<file path="src/rps_pkg.sv">
// Shared constants for the receiver power and host pin sequencer.
// Assumes a single 100 MHz clock; all times are converted to cycle counts here.
package rps_pkg;
   // Clock period in nanoseconds.
   localparam int CLK_PERIOD_NS   = 10;
   // Least width of a toggle pulse, in microseconds.
   localparam int TOGGLE_MIN_US   = 1000;
   localparam int TOGGLE_CYC      = (TOGGLE_MIN_US * 1000 + CLK_PERIOD_NS - 1) / CLK_PERIOD_NS;
   // Timing pulse width in nanoseconds, rounded up to whole cycles.
   localparam int PULSE_WIDTH_NS  = 1000;
   localparam int PULSE_CYC       = (PULSE_WIDTH_NS + CLK_PERIOD_NS - 1) / CLK_PERIOD_NS;
   // Lag of the timing pulse behind the epoch, nominal.
   localparam int PULSE_LAG_NS    = 450;
   localparam int PULSE_LAG_CYC   = PULSE_LAG_NS / CLK_PERIOD_NS;
   // One second in cycles.
   localparam int SECOND_NS       = 1000000000;
   localparam int SECOND_CYC      = SECOND_NS / CLK_PERIOD_NS;
   // Default primary port baud rate and bit period in cycles.
   localparam int DEFAULT_BAUD    = 4800;
   localparam int BAUD_CYC        = 100000000 / DEFAULT_BAUD;
   // Reset values of the power state outputs.
   localparam logic RAIL_RESET    = 1'b1;
   localparam logic FMT_NMEA      = 1'b0;
   // Power states.
   typedef enum logic [1:0] {RPS_BOOT, RPS_ON, RPS_HIBERNATE} rps_state_e;
endpackage : rps_pkg

</file>
<file path="src/rps_power_seq.sv">
// Power sequencer: toggle qualification, hibernate control, serial pin gating,
// timing pulse generation and boot strap capture.
// Assumes all inputs are synchronous to ref_clk and the host keeps its own rules.
`timescale 1ns/100ps
module rps_power_seq
   import rps_pkg::*;
(
   input  wire logic ref_clk,              // System clock, 100 MHz.
   input  wire logic rst_n,                // Synchronous reset, active low.
   input  wire logic supplies_lost,        // High when main and backup both fell away.
   input  wire logic toggle_in,            // Power toggle input from the host.
   input  wire logic boot_select,          // Boot strap, low for normal operation.
   input  wire logic fix_3d_valid,         // Navigation core reports a valid 3D fix.
   input  wire logic utc_epoch,            // One-cycle pulse at each UTC second.
   input  wire logic primary_tx_data,      // Serial data from the primary transmitter.
   input  wire logic secondary_tx_data,    // Serial data from the secondary transmitter.
   input  wire logic secondary_enable,     // Secondary port enabled by configuration.
   input  wire logic primary_serial_in,    // Primary serial input from the host.
   input  wire logic secondary_serial_in,  // Secondary serial input from the host.
   input  wire logic fmt_cmd_valid,        // Serial port configuration command strobe.
   input  wire logic fmt_cmd_binary,       // Requested format, high for binary.
   output logic      io_rail_out,          // High while on, low in hibernate.
   output logic      core_power_en,        // Enable for switched internal supplies.
   output logic      primary_serial_out,   // Primary serial output pin.
   output logic      secondary_serial_out, // Secondary serial output pin.
   output logic      primary_rx_data,      // Primary input passed to the receiver.
   output logic      secondary_rx_data,    // Secondary input passed to the receiver.
   output logic      second_timing_pulse,  // Once-per-second timing pulse.
   output logic      factory_start,        // Factory start requested at power-up.
   output logic      boot_mode,            // Boot mode latched from the strap.
   output logic      format_binary         // Primary format, low for NMEA.
);

   // Power state and the toggle qualifier.
   rps_state_e  state_r, state_nxt;
   logic [16:0] tog_cnt_r, tog_cnt_nxt;   // Cycles the toggle has been seen high.
   logic        tog_done_r, tog_done_nxt; // Pulse already acted upon.
   logic        strap_r, strap_nxt;       // Strap captured one cycle after reset release.
   logic        fs_r, fs_nxt;             // Factory start flag.
   logic        fmt_r, fmt_nxt;           // Current primary format.

   // The toggle counts only while held high, so glitches shorter than the
   // least width never change the state; acting once per pulse avoids
   // repeated toggles on a long pulse.
   always_comb begin
      state_nxt   = state_r;
      tog_cnt_nxt = tog_cnt_r;
      tog_done_nxt = tog_done_r;
      strap_nxt   = strap_r;
      fs_nxt      = fs_r | supplies_lost;
      fmt_nxt     = fmt_r;
      if (fmt_cmd_valid) begin
         fmt_nxt = fmt_cmd_binary;
      end
      if (!toggle_in) begin
         tog_cnt_nxt  = '0;
         tog_done_nxt = 1'b0;
      end else if (!tog_done_r) begin
         if (tog_cnt_r == 17'(TOGGLE_CYC - 1)) begin
            tog_done_nxt = 1'b1;
         end else begin
            tog_cnt_nxt = tog_cnt_r + 17'd1;
         end
      end
      case (state_r)
         RPS_BOOT: begin
            strap_nxt = boot_select;
            state_nxt = RPS_ON;
         end
         RPS_ON: begin
            if (toggle_in && !tog_done_r && tog_cnt_r == 17'(TOGGLE_CYC - 1)) begin
               state_nxt = RPS_HIBERNATE;
            end
         end
         RPS_HIBERNATE: begin
            if (toggle_in && !tog_done_r && tog_cnt_r == 17'(TOGGLE_CYC - 1)) begin
               state_nxt = RPS_ON;
            end
         end
         default: state_nxt = RPS_ON;
      endcase
   end

   // Registers the power state group.
   always_ff @(posedge ref_clk) begin
      if (!rst_n) begin
         state_r    <= RPS_BOOT;
         tog_cnt_r  <= '0;
         tog_done_r <= 1'b0;
         strap_r    <= 1'b0;
         fs_r       <= 1'b0;
         fmt_r      <= FMT_NMEA;
      end else begin
         state_r    <= state_nxt;
         tog_cnt_r  <= tog_cnt_nxt;
         tog_done_r <= tog_done_nxt;
         strap_r    <= strap_nxt;
         fs_r       <= fs_nxt;
         fmt_r      <= fmt_nxt;
      end
   end

   // Timing pulse: a lag counter after each epoch, then a width counter.
   logic [6:0] lag_cnt_r, lag_cnt_nxt;   // Counts down the lag, zero after a completed lag, kept when one is cut off.
   logic       lag_run_r, lag_run_nxt;   // Lag in progress.
   logic [6:0] wid_cnt_r, wid_cnt_nxt;   // Cycles left of the high pulse.
   logic       on_now;                   // Device in the on state.

   assign on_now = (state_r == RPS_ON);

   // The lag is a fixed count; the epoch is only trusted with a 3D fix.
   always_comb begin
      lag_cnt_nxt = lag_cnt_r;
      lag_run_nxt = lag_run_r;
      wid_cnt_nxt = wid_cnt_r;
      if (wid_cnt_r != '0) begin
         wid_cnt_nxt = wid_cnt_r - 7'd1;
      end
      if (utc_epoch && fix_3d_valid && on_now) begin
         lag_run_nxt = 1'b1;
         lag_cnt_nxt = 7'(PULSE_LAG_CYC - 1);
      end else if (lag_run_r) begin
         if (lag_cnt_r == '0) begin
            lag_run_nxt = 1'b0;
            wid_cnt_nxt = 7'(PULSE_CYC);
         end else begin
            lag_cnt_nxt = lag_cnt_r - 7'd1;
         end
      end
      if (!on_now || !fix_3d_valid) begin
         lag_run_nxt = 1'b0;
         wid_cnt_nxt = '0;
      end
   end

   // Registers the timing pulse group.
   always_ff @(posedge ref_clk) begin
      if (!rst_n) begin
         lag_cnt_r <= '0;
         lag_run_r <= 1'b0;
         wid_cnt_r <= '0;
      end else begin
         lag_cnt_r <= lag_cnt_nxt;
         lag_run_r <= lag_run_nxt;
         wid_cnt_r <= wid_cnt_nxt;
      end
   end

   // Output pins: every one is registered so the pins never glitch.
   // Serial outputs idle high when on and fall to a break level in hibernate.
   logic rail_nxt, p_out_nxt, s_out_nxt, p_in_nxt, s_in_nxt;

   always_comb begin
      rail_nxt  = on_now || state_r == RPS_BOOT;
      p_out_nxt = on_now ? primary_tx_data : 1'b0;
      s_out_nxt = (on_now && secondary_enable) ? secondary_tx_data : on_now;
      p_in_nxt  = on_now ? primary_serial_in : 1'b1;
      s_in_nxt  = (on_now && secondary_enable) ? secondary_serial_in : 1'b1;
      if (!on_now) begin
         p_out_nxt = 1'b0;
         s_out_nxt = 1'b0;
      end
   end

   // Registers the pin group.
   always_ff @(posedge ref_clk) begin
      if (!rst_n) begin
         io_rail_out          <= RAIL_RESET;
         core_power_en        <= 1'b1;
         primary_serial_out   <= 1'b1;
         secondary_serial_out <= 1'b1;
         primary_rx_data      <= 1'b1;
         secondary_rx_data    <= 1'b1;
         second_timing_pulse  <= 1'b0;
         factory_start        <= 1'b0;
         boot_mode            <= 1'b0;
         format_binary        <= FMT_NMEA;
      end else begin
         io_rail_out          <= rail_nxt;
         core_power_en        <= rail_nxt;
         primary_serial_out   <= p_out_nxt;
         secondary_serial_out <= s_out_nxt;
         primary_rx_data      <= p_in_nxt;
         secondary_rx_data    <= s_in_nxt;
         second_timing_pulse  <= (wid_cnt_nxt != '0);
         factory_start        <= fs_nxt;
         boot_mode            <= strap_nxt;
         format_binary        <= fmt_nxt;
      end
   end

   // Checks on the sequencing.
   property p_rail_off;
      @(posedge ref_clk) disable iff (!rst_n)
      state_r == RPS_HIBERNATE |=> !io_rail_out;
   endproperty
   a_rail_off: assert property (p_rail_off) else $error("rail high in hibernate");

   property p_break;
      @(posedge ref_clk) disable iff (!rst_n)
      state_r == RPS_HIBERNATE |=> !primary_serial_out && !secondary_serial_out;
   endproperty
   a_break: assert property (p_break) else $error("serial not at break");

   property p_short_toggle;
      @(posedge ref_clk) disable iff (!rst_n)
      $rose(toggle_in) ##1 !toggle_in |=> $stable(state_r);
   endproperty
   a_short_toggle: assert property (p_short_toggle) else $error("short toggle acted");

   property p_toggle_flip;
      @(posedge ref_clk) disable iff (!rst_n)
      (toggle_in && !tog_done_r && tog_cnt_r == 17'(TOGGLE_CYC - 1) && state_r == RPS_ON)
      |=> state_r == RPS_HIBERNATE && tog_done_r;
   endproperty
   a_toggle_flip: assert property (p_toggle_flip) else $error("toggle missed");

   property p_low_stays;
      @(posedge ref_clk) disable iff (!rst_n)
      !toggle_in && state_r == RPS_ON |=> state_r == RPS_ON;
   endproperty
   a_low_stays: assert property (p_low_stays) else $error("left on state");

   property p_pulse_width;
      @(posedge ref_clk) disable iff (!rst_n)
      $rose(second_timing_pulse) && fix_3d_valid && on_now ##1 (fix_3d_valid && on_now)[*8]
      |-> second_timing_pulse;
   endproperty
   a_pulse_width: assert property (p_pulse_width) else $error("pulse cut short");

   property p_pulse_lag;
      @(posedge ref_clk) disable iff (!rst_n)
      utc_epoch && fix_3d_valid && on_now ##1 (fix_3d_valid && on_now && !utc_epoch)[*8]
      |-> !second_timing_pulse;
   endproperty
   a_pulse_lag: assert property (p_pulse_lag) else $error("pulse too early");

   property p_no_fix;
      @(posedge ref_clk) disable iff (!rst_n)
      !fix_3d_valid |=> !second_timing_pulse;
   endproperty
   a_no_fix: assert property (p_no_fix) else $error("pulse without fix");

   property p_fs;
      @(posedge ref_clk) disable iff (!rst_n)
      supplies_lost |=> factory_start [*2];
   endproperty
   a_fs: assert property (p_fs) else $error("factory start not held");

   property p_sec_quiet;
      @(posedge ref_clk) disable iff (!rst_n)
      !secondary_enable && on_now |=> secondary_serial_out;
   endproperty
   a_sec_quiet: assert property (p_sec_quiet) else $error("secondary port sent");

   c_hib: cover property (@(posedge ref_clk) state_r == RPS_ON ##1 state_r == RPS_HIBERNATE);
   c_wake: cover property (@(posedge ref_clk) state_r == RPS_HIBERNATE ##1 state_r == RPS_ON);
   c_pulse: cover property (@(posedge ref_clk) $rose(second_timing_pulse));
   c_fmt: cover property (@(posedge ref_clk) $rose(format_binary));

endmodule : rps_power_seq

</file>
<file path="config.mk">
export PLATFORM = sky130hd
export DESIGN_NAME = rps_power_seq
export DESIGN_NICKNAME = d
export VERILOG_FILES = /design/src/rps_pkg.sv /design/src/rps_power_seq.sv
export SDC_FILE = /design/constraint.sdc
export NUM_CORES = 1
export LEC_CHECK = 0
export ABC_AREA = 1
export ABC_CLOCK_PERIOD_IN_PS = 2600
export BUFFER_PORTS_ARGS = -buffer_cell sky130_fd_sc_hd__buf_2
export CORE_UTILIZATION = 45
export DETAILED_ROUTE_END_ITERATION = 8
export PLACE_DENSITY_LB_ADDON = 0.12
export RECOVER_POWER = 50
export SLEW_MARGIN = 25
export SYNTH_ARGS = -nofsm -noshare
export SYNTH_HDL_FRONTEND = slang
export SYNTH_SLANG_ARGS = --single-unit
</file>
<file path="constraint.sdc">
create_clock -name ref_clk -period 2.6 [get_ports ref_clk]
set_clock_uncertainty 0.2 [all_clocks]
set_input_delay 0.39 -clock ref_clk [delete_from_list [all_inputs] [get_ports ref_clk]]
set_output_delay 0.39 -clock ref_clk [all_outputs]
set_load 0.01 [all_outputs]
</file>
== After elaboration in Yosys (flattened, before gate mapping) ==
Cells that the tools add are included.
Storage, ports and cells
  output and inout bits: 10
  input port bits: 14
  bits in registers: 44
  word-level logic and storage cells: 73
Cells by class
  multiplexer cells: 19
  eq/ne operators: 6
  reductions and logical operators: 24
  add/sub/neg operators: 3
  bitwise logic cells: 5
Operators by type and width (number)
  two-way mux 7 bit: 5
  two-way mux 6 bit: 3
  adder 17 x 1 -> 17 bit, second input constant: 1
  == test 17 bit, second input constant: 1
  AND reduction 2 bit: 7
  nonzero test 7 bit: 2
  subtractor 7 x 1 -> 7 bit, second input constant: 2
  two-way mux 1 bit: 8
  zero test 7 bit: 1
  logical AND 1 bit: 5
  two-way mux 2 bit: 2
  != test 2 bit, second input constant: 2
  NOT 1 bit: 4
  one-hot mux 2 bit (2 select lines): 1
  OR reduction 2 bit: 2
  zero test 1 bit: 3
  == test 2 x 1 -> 1 bit, second input constant: 1
  == test 2 bit, second input constant: 1
  zero test 2 bit: 1
  logical OR 1 bit: 2
  != test 2 x 1 -> 1 bit, second input constant: 1
  nonzero test 2 bit: 1
  OR 1 bit: 1

== Logic depth before layout (Yosys ltp) ==
  depth after elaboration: 7
  mapped depth: 11
  mapped depth without buffers: 11

== Worst setup path after synthesis ==
OpenSTA, ideal clock, no wires.
  path type: register to register
  from: register tog_cnt_r[1]
  to: register tog_cnt_r[7]
  setup time: 132 ps
  cell stages (with the launch flop): 10
  buffers on the path: 1
  data arrival time: 1341 ps
  path slack: 926 ps
  required time: 2268 ps
  period minus slack after synthesis: 1674 ps
  cell sequence: dfxtp_1 ha_1 nand3_1 inv_1 nand2_2 nand2_4 inv_2 buf_6 nand2_1 a21oi_1
On the way
  cells in the longest elaborated chain, start to end: 3
  elaborated cells between the ends (all ways): 4
  classes of those cells: add/sub (1); eq/ne (1); bitwise (1); reduce/logical (1)
Ends and longest elaborated chain
  start: declaration: line rps_power_seq.sv:36  | logic [16:0] tog_cnt_r, tog_cnt_nxt;
  start signal: assignment: line rps_power_seq.sv:95  | tog_cnt_r <= tog_cnt_nxt;
  parallel branches: the longest is 3 deep, another holds adder 17 x 1 -> 17 bit
Several ways; the timed one is not identified.
A chain may end at the register's enable or synchronous reset.

== Worst setup path after layout ==
  from: register lag_cnt_r[0]
  to: register lag_cnt_r[4]
On the way
  cells in the longest elaborated chain, start to end: 3
  elaborated cells between the ends (all ways): 4
  classes of those cells: add/sub (1); bitwise (1); reduce/logical (2)
Ends and longest elaborated chain
  start: declaration: line rps_power_seq.sv:104  | logic [6:0] lag_cnt_r, lag_cnt_nxt;
  start signal: assignment: line rps_power_seq.sv:143  | lag_cnt_r <= lag_cnt_nxt;
  parallel branches: the longest is 3 deep, another holds subtractor 7 x 1 -> 7 bit
Several ways; the timed one is not identified.

==> results_tabular.tex <==
\begin{tabular}{lr}
\hline
Metric & Value \\
\hline
\multicolumn{2}{l}{\textbf{Critical path}} \\
\quad Type of the worst setup path & reg -> reg \\
\quad Worst Setup End Kind & register \\
\quad Maximum fanout along the worst path & 9 \\
\quad Endpoint required time on the critical path & 2.59 ns \\
\quad Sort of element at the start of the critical path & register \\
\quad Arrival time of the worst setup path & $\sim$2 ns \\
\multicolumn{2}{l}{\textbf{Synth}} \\
\quad Cell accounting for the most synthesized area & sky130\_fd\_sc\_hd\_\_dfxtp\_1 \\
\quad Synth Instances & between 300 and 400 \\
\quad Yosys top cell area share & slightly below 40\% \\
\quad Part of the Yosys area used for sequential elements & 38.8\% \\
\quad Mapped Nets & $\sim$360 \\
\quad Post-synth design cell area & $\sim$0.0023 sq mm \\
\quad Synthesis warning total & 0 \\
\quad Syn\_area\_per\_cell & 6.72 sq um \\
\quad Unique masters post-synth & 25 \\
\quad Largest cells by area after synthesis & sky130\_fd\_sc\_hd\_\_dfxtp\_1 (39\%), sky130\_fd\_sc\_hd\_\_nand2\_1 (15\%), sky130\_fd\_sc\_hd\_\_nor2\_1 (8.3\%) \\
\quad Register bit count reported by yosys & between 40 and 50 \\
\multicolumn{2}{l}{\textbf{Floorplan}} \\
\quad DIE WIDTH & about 73 um \\
\quad Effective utilization at floorplan & about 47\% \\
\quad Die boundary height & approximately 73 um \\
\quad Placeable core region & 0.00479 sq mm \\
\quad IO Pins & 24 \\
\quad Rows & 25 \\
\quad Full die area & between 0.005 and 0.006 sq mm \\
\multicolumn{2}{l}{\textbf{Pwr}} \\
\quad Worst IR Drop VDD & 248 uV \\
\quad Total power divided by cell area & between 400 and 500 mW/mm\^{}2 \\
\quad LEAKAGE & 0.00103 uW \\
\multicolumn{2}{l}{\textbf{Flow run}} \\
\quad Maximum Capacitance Violations & 0 \\
\multicolumn{2}{l}{\textbf{STA}} \\
\quad Final number of hold-violating endpoints & 0 \\
\quad Relative slew slack & 64.6\% \\
\quad Setup TNS & 0 ns \\
\quad Period minus WS final & about 2.0 ns \\
\quad Period utilisation layout & 76.6\% \\
\quad Maximum frequency from static timing analysis & between 500 and 600 MHz \\
\quad Worst hold margin & approximately 0.07 ns \\
\quad Actual slew at the worst max-slew pin & around 0.53 ns \\
\quad Final WS setup & slightly above 0.6 ns \\
\quad Unrepaired setup endpoints after global routing & false \\
\quad Final count of pins violating max slew & 0 \\
\quad Total of endpoints with negative setup slack in the final report & 0 \\
\multicolumn{2}{l}{\textbf{Layout}} \\
\quad Number of nets in the final layout & 382 \\
\quad Antenna diode instance count & 0 \\
\quad Share of cells above drive strength 1 & approximately 6.6\% \\
\quad Fill cell instance count of the final layout & $\sim$500 \\
\quad Post-route cell area & $\sim$0.0025 sq mm \\
\quad Relative area change from synthesis to final layout & 9.70\% \\
\multicolumn{2}{l}{\textbf{Clock network}} \\
\quad Resize count post-CTS & 0 \\
\quad Sinks on Clock Net & 44 \\
\quad Hold buffers post-CTS & 0 \\
\quad Master cell of the clock root buffer & sky130\_fd\_sc\_hd\_\_clkbuf\_8 \\
\quad Clock tree from TritonCTS & done \\
\quad Clock-pin slew on the worst setup and hold paths & about 0.080 ns \\
\quad CTS HTree Levels & 2 \\
\quad Post-CTS setup buffers & 0 \\
\quad Number of buffers between clock root and the deepest sink & 2 \\
\quad Insertion delay to the later sink of the worst-skew pair & between 0.2 and 0.3 ns \\
\quad TritonCTS buffer count & 5 \\
\multicolumn{2}{l}{\textbf{Detailed routing}} \\
\quad Number of DRC markers in iteration 0 & 94 \\
\quad First-pass iteration count of the detailed router & 4 \\
\quad DRC viols & 0 \\
\quad Average routed wire per standard cell & roughly 10 um \\
\quad Total wire length after detailed routing & about 4.5 mm \\
\quad Total vias in the final route & 2,056 \\
\quad Antenna-violating nets left & 0 \\
\quad Mean number of vias per cell & between 4 and 5 \\
\multicolumn{2}{l}{\textbf{Place}} \\
\quad Placed wire-length estimate after detailed placement & around 3.5 mm \\
\quad Last weighted congestion value of the routability-driven placer & $\sim$0.83 \\
\quad Pre-CTS WS & between 0.6 and 0.7 ns \\
\quad Area of placed instances & 0.00243 sq mm \\
\quad Number of port buffers & 23 \\
\multicolumn{2}{l}{\textbf{Global route}} \\
\quad Wire length of the first global-routing pass & 7.76 mm \\
\quad Pin count of the biggest net entering global routing & 20 \\
\quad Initial antenna violation count & 0 \\
\quad Gr usage total & around 19\% \\
\quad Gr ovfl total & 0 \\
\quad Number of global-route vias before repair & around 1,800 \\
\multicolumn{2}{l}{\textbf{Outcome}} \\
\quad Result of the run & completed \\
\multicolumn{2}{l}{\textbf{Min path}} \\
\quad Hold Path Class & in -> reg \\
\hline
\end{tabular}
## Yosys cell counts
| library cell | n |
|---|---|
| sky130_fd_sc_hd__a211oi_1 | 2 |
| sky130_fd_sc_hd__a21oi_1 | 24 |
| sky130_fd_sc_hd__a31oi_1 | 1 |
| sky130_fd_sc_hd__buf_4 | 1 |
| sky130_fd_sc_hd__buf_6 | 1 |
| sky130_fd_sc_hd__buf_8 | 1 |
| sky130_fd_sc_hd__clkbuf_1 | 3 |
| sky130_fd_sc_hd__dfxtp_1 | 44 |
| sky130_fd_sc_hd__ha_1 | 5 |
| sky130_fd_sc_hd__inv_1 | 40 |
| sky130_fd_sc_hd__inv_2 | 1 |
| sky130_fd_sc_hd__nand2_1 | 93 |
| sky130_fd_sc_hd__nand2_2 | 1 |
| sky130_fd_sc_hd__nand2_4 | 1 |
| sky130_fd_sc_hd__nand3_1 | 24 |
| sky130_fd_sc_hd__nand3b_1 | 1 |
| sky130_fd_sc_hd__nand4_1 | 11 |
| sky130_fd_sc_hd__nor2_1 | 50 |
| sky130_fd_sc_hd__nor2_2 | 4 |
| sky130_fd_sc_hd__nor3_1 | 6 |
| sky130_fd_sc_hd__o211ai_1 | 1 |
| sky130_fd_sc_hd__o21ai_0 | 7 |
| sky130_fd_sc_hd__o21bai_1 | 1 |
| sky130_fd_sc_hd__xnor2_1 | 6 |
| sky130_fd_sc_hd__xor2_1 | 9 |
## critical path: stages (launching register included)
cell and delay, ns:
sky130_fd_sc_hd__dfxtp_1 0.34, sky130_fd_sc_hd__inv_1 0.10, sky130_fd_sc_hd__ha_1 0.21, sky130_fd_sc_hd__nand2_1 0.06, sky130_fd_sc_hd__nor2_1 0.07, sky130_fd_sc_hd__nor2_1 0.42, sky130_fd_sc_hd__nand3b_1 0.18, sky130_fd_sc_hd__nor2_1 0.15
sky130_fd_sc_hd__nand2_1 0.06, sky130_fd_sc_hd__nand3_1 0.06, sky130_fd_sc_hd__nor2_1 0.04
## sequential cells by signal, indices dropped and copies added (netlist names)
name,cells
tog_done_r,1
core_power_en,1
primary_rx_data,1
secondary_rx_data,1
primary_serial_out,1
second_timing_pulse,1
state_r,2
lag_cnt_r,7
factory_start,1
boot_mode,1
wid_cnt_r,7
lag_run_r,1
tog_cnt_r,17
format_binary,1
secondary_serial_out,1
## per-layer routing
metal,part of all wire [%],GRT usage [%],vias to the layer above
met3,1.7,3.73,4
met2,47,30.0,12
met5,0,0,-
li1,-,-,1121
met4,0.97,6.54,0
met1,50,24.5,919
## where the power goes
| group | internal, uW | switching [uW] |
|---|---|---|
| registers | 688 | 9.07 |
| logic | 33.9 | 59.2 |
| clock network | 183 | 218 |
## final timing paths
| path | endpoint | cells after the start | slack [ns] | startpoint |
|---|---|---|---|---|
| max reg2reg | lag_cnt_r[4] | 10 | 0.61 | lag_cnt_r[0] |
| max | lag_cnt_r[4] | 10 | 0.61 | lag_cnt_r[0] |
| min | primary_rx_data | 3 | 0.07 | primary_serial_in |
| min reg2reg | core_power_en | 1 | 0.21 | state_r[1] |
## through the flow
stage / total power [uW] / cells / utilization, %
after floorplan: 776 / 338 / -
after global placement: 808 / 423 / 50.8
after detailed placement: 810 / 423 / 50.8
after CTS: 1220 / 430 / 52.4
after global routing: 1250 / 430 / 52.1
final: 1190 / 430 / 52.1
## cells by family (layout without fill, tap and decap cells)
group                    after synthesis  count (layout)  share of synthesized area (%)
AND/OR/NAND/NOR                      191             191                           35.5
XOR/XNOR                              15              15                           5.79
buffers and inverters                 47              72                           8.76
flip-flops                            44              44                           38.8
AO/OA/AOI/OAI                         36              36                           8.43
adder cells (fa/ha/maj)                5               5                           2.75
## placed cells by master, fill, tap and decap left out, types with 7 or more instances in the layout
cell / instances
sky130_fd_sc_hd__o21ai_0: 7
sky130_fd_sc_hd__dfxtp_1: 44
sky130_fd_sc_hd__xor2_1: 9
sky130_fd_sc_hd__nor2_1: 52
sky130_fd_sc_hd__inv_1: 40
sky130_fd_sc_hd__clkbuf_1: 12
sky130_fd_sc_hd__nand3_1: 24
sky130_fd_sc_hd__nand4_1: 11
sky130_fd_sc_hd__buf_2: 12
sky130_fd_sc_hd__a21oi_1: 24
sky130_fd_sc_hd__nand2_1: 93
## area by class of cell
class | count | area, sq um | share of cell area, %
Tap cell | 67 | 83.8 | 3.37
Timing Repair Buffer | 24 | 109 | 4.37
Clock inverter | 1 | 5.00 | 0.201
Inverter | 41 | 154 | 6.18
Clock buffer | 6 | 72.6 | 2.91
Multi-Input combinational cell | 247 | 1190 | 47.6
Sequential cell | 44 | 881 | 35.4
Note: power is estimated with default switching activity, not from simulation.
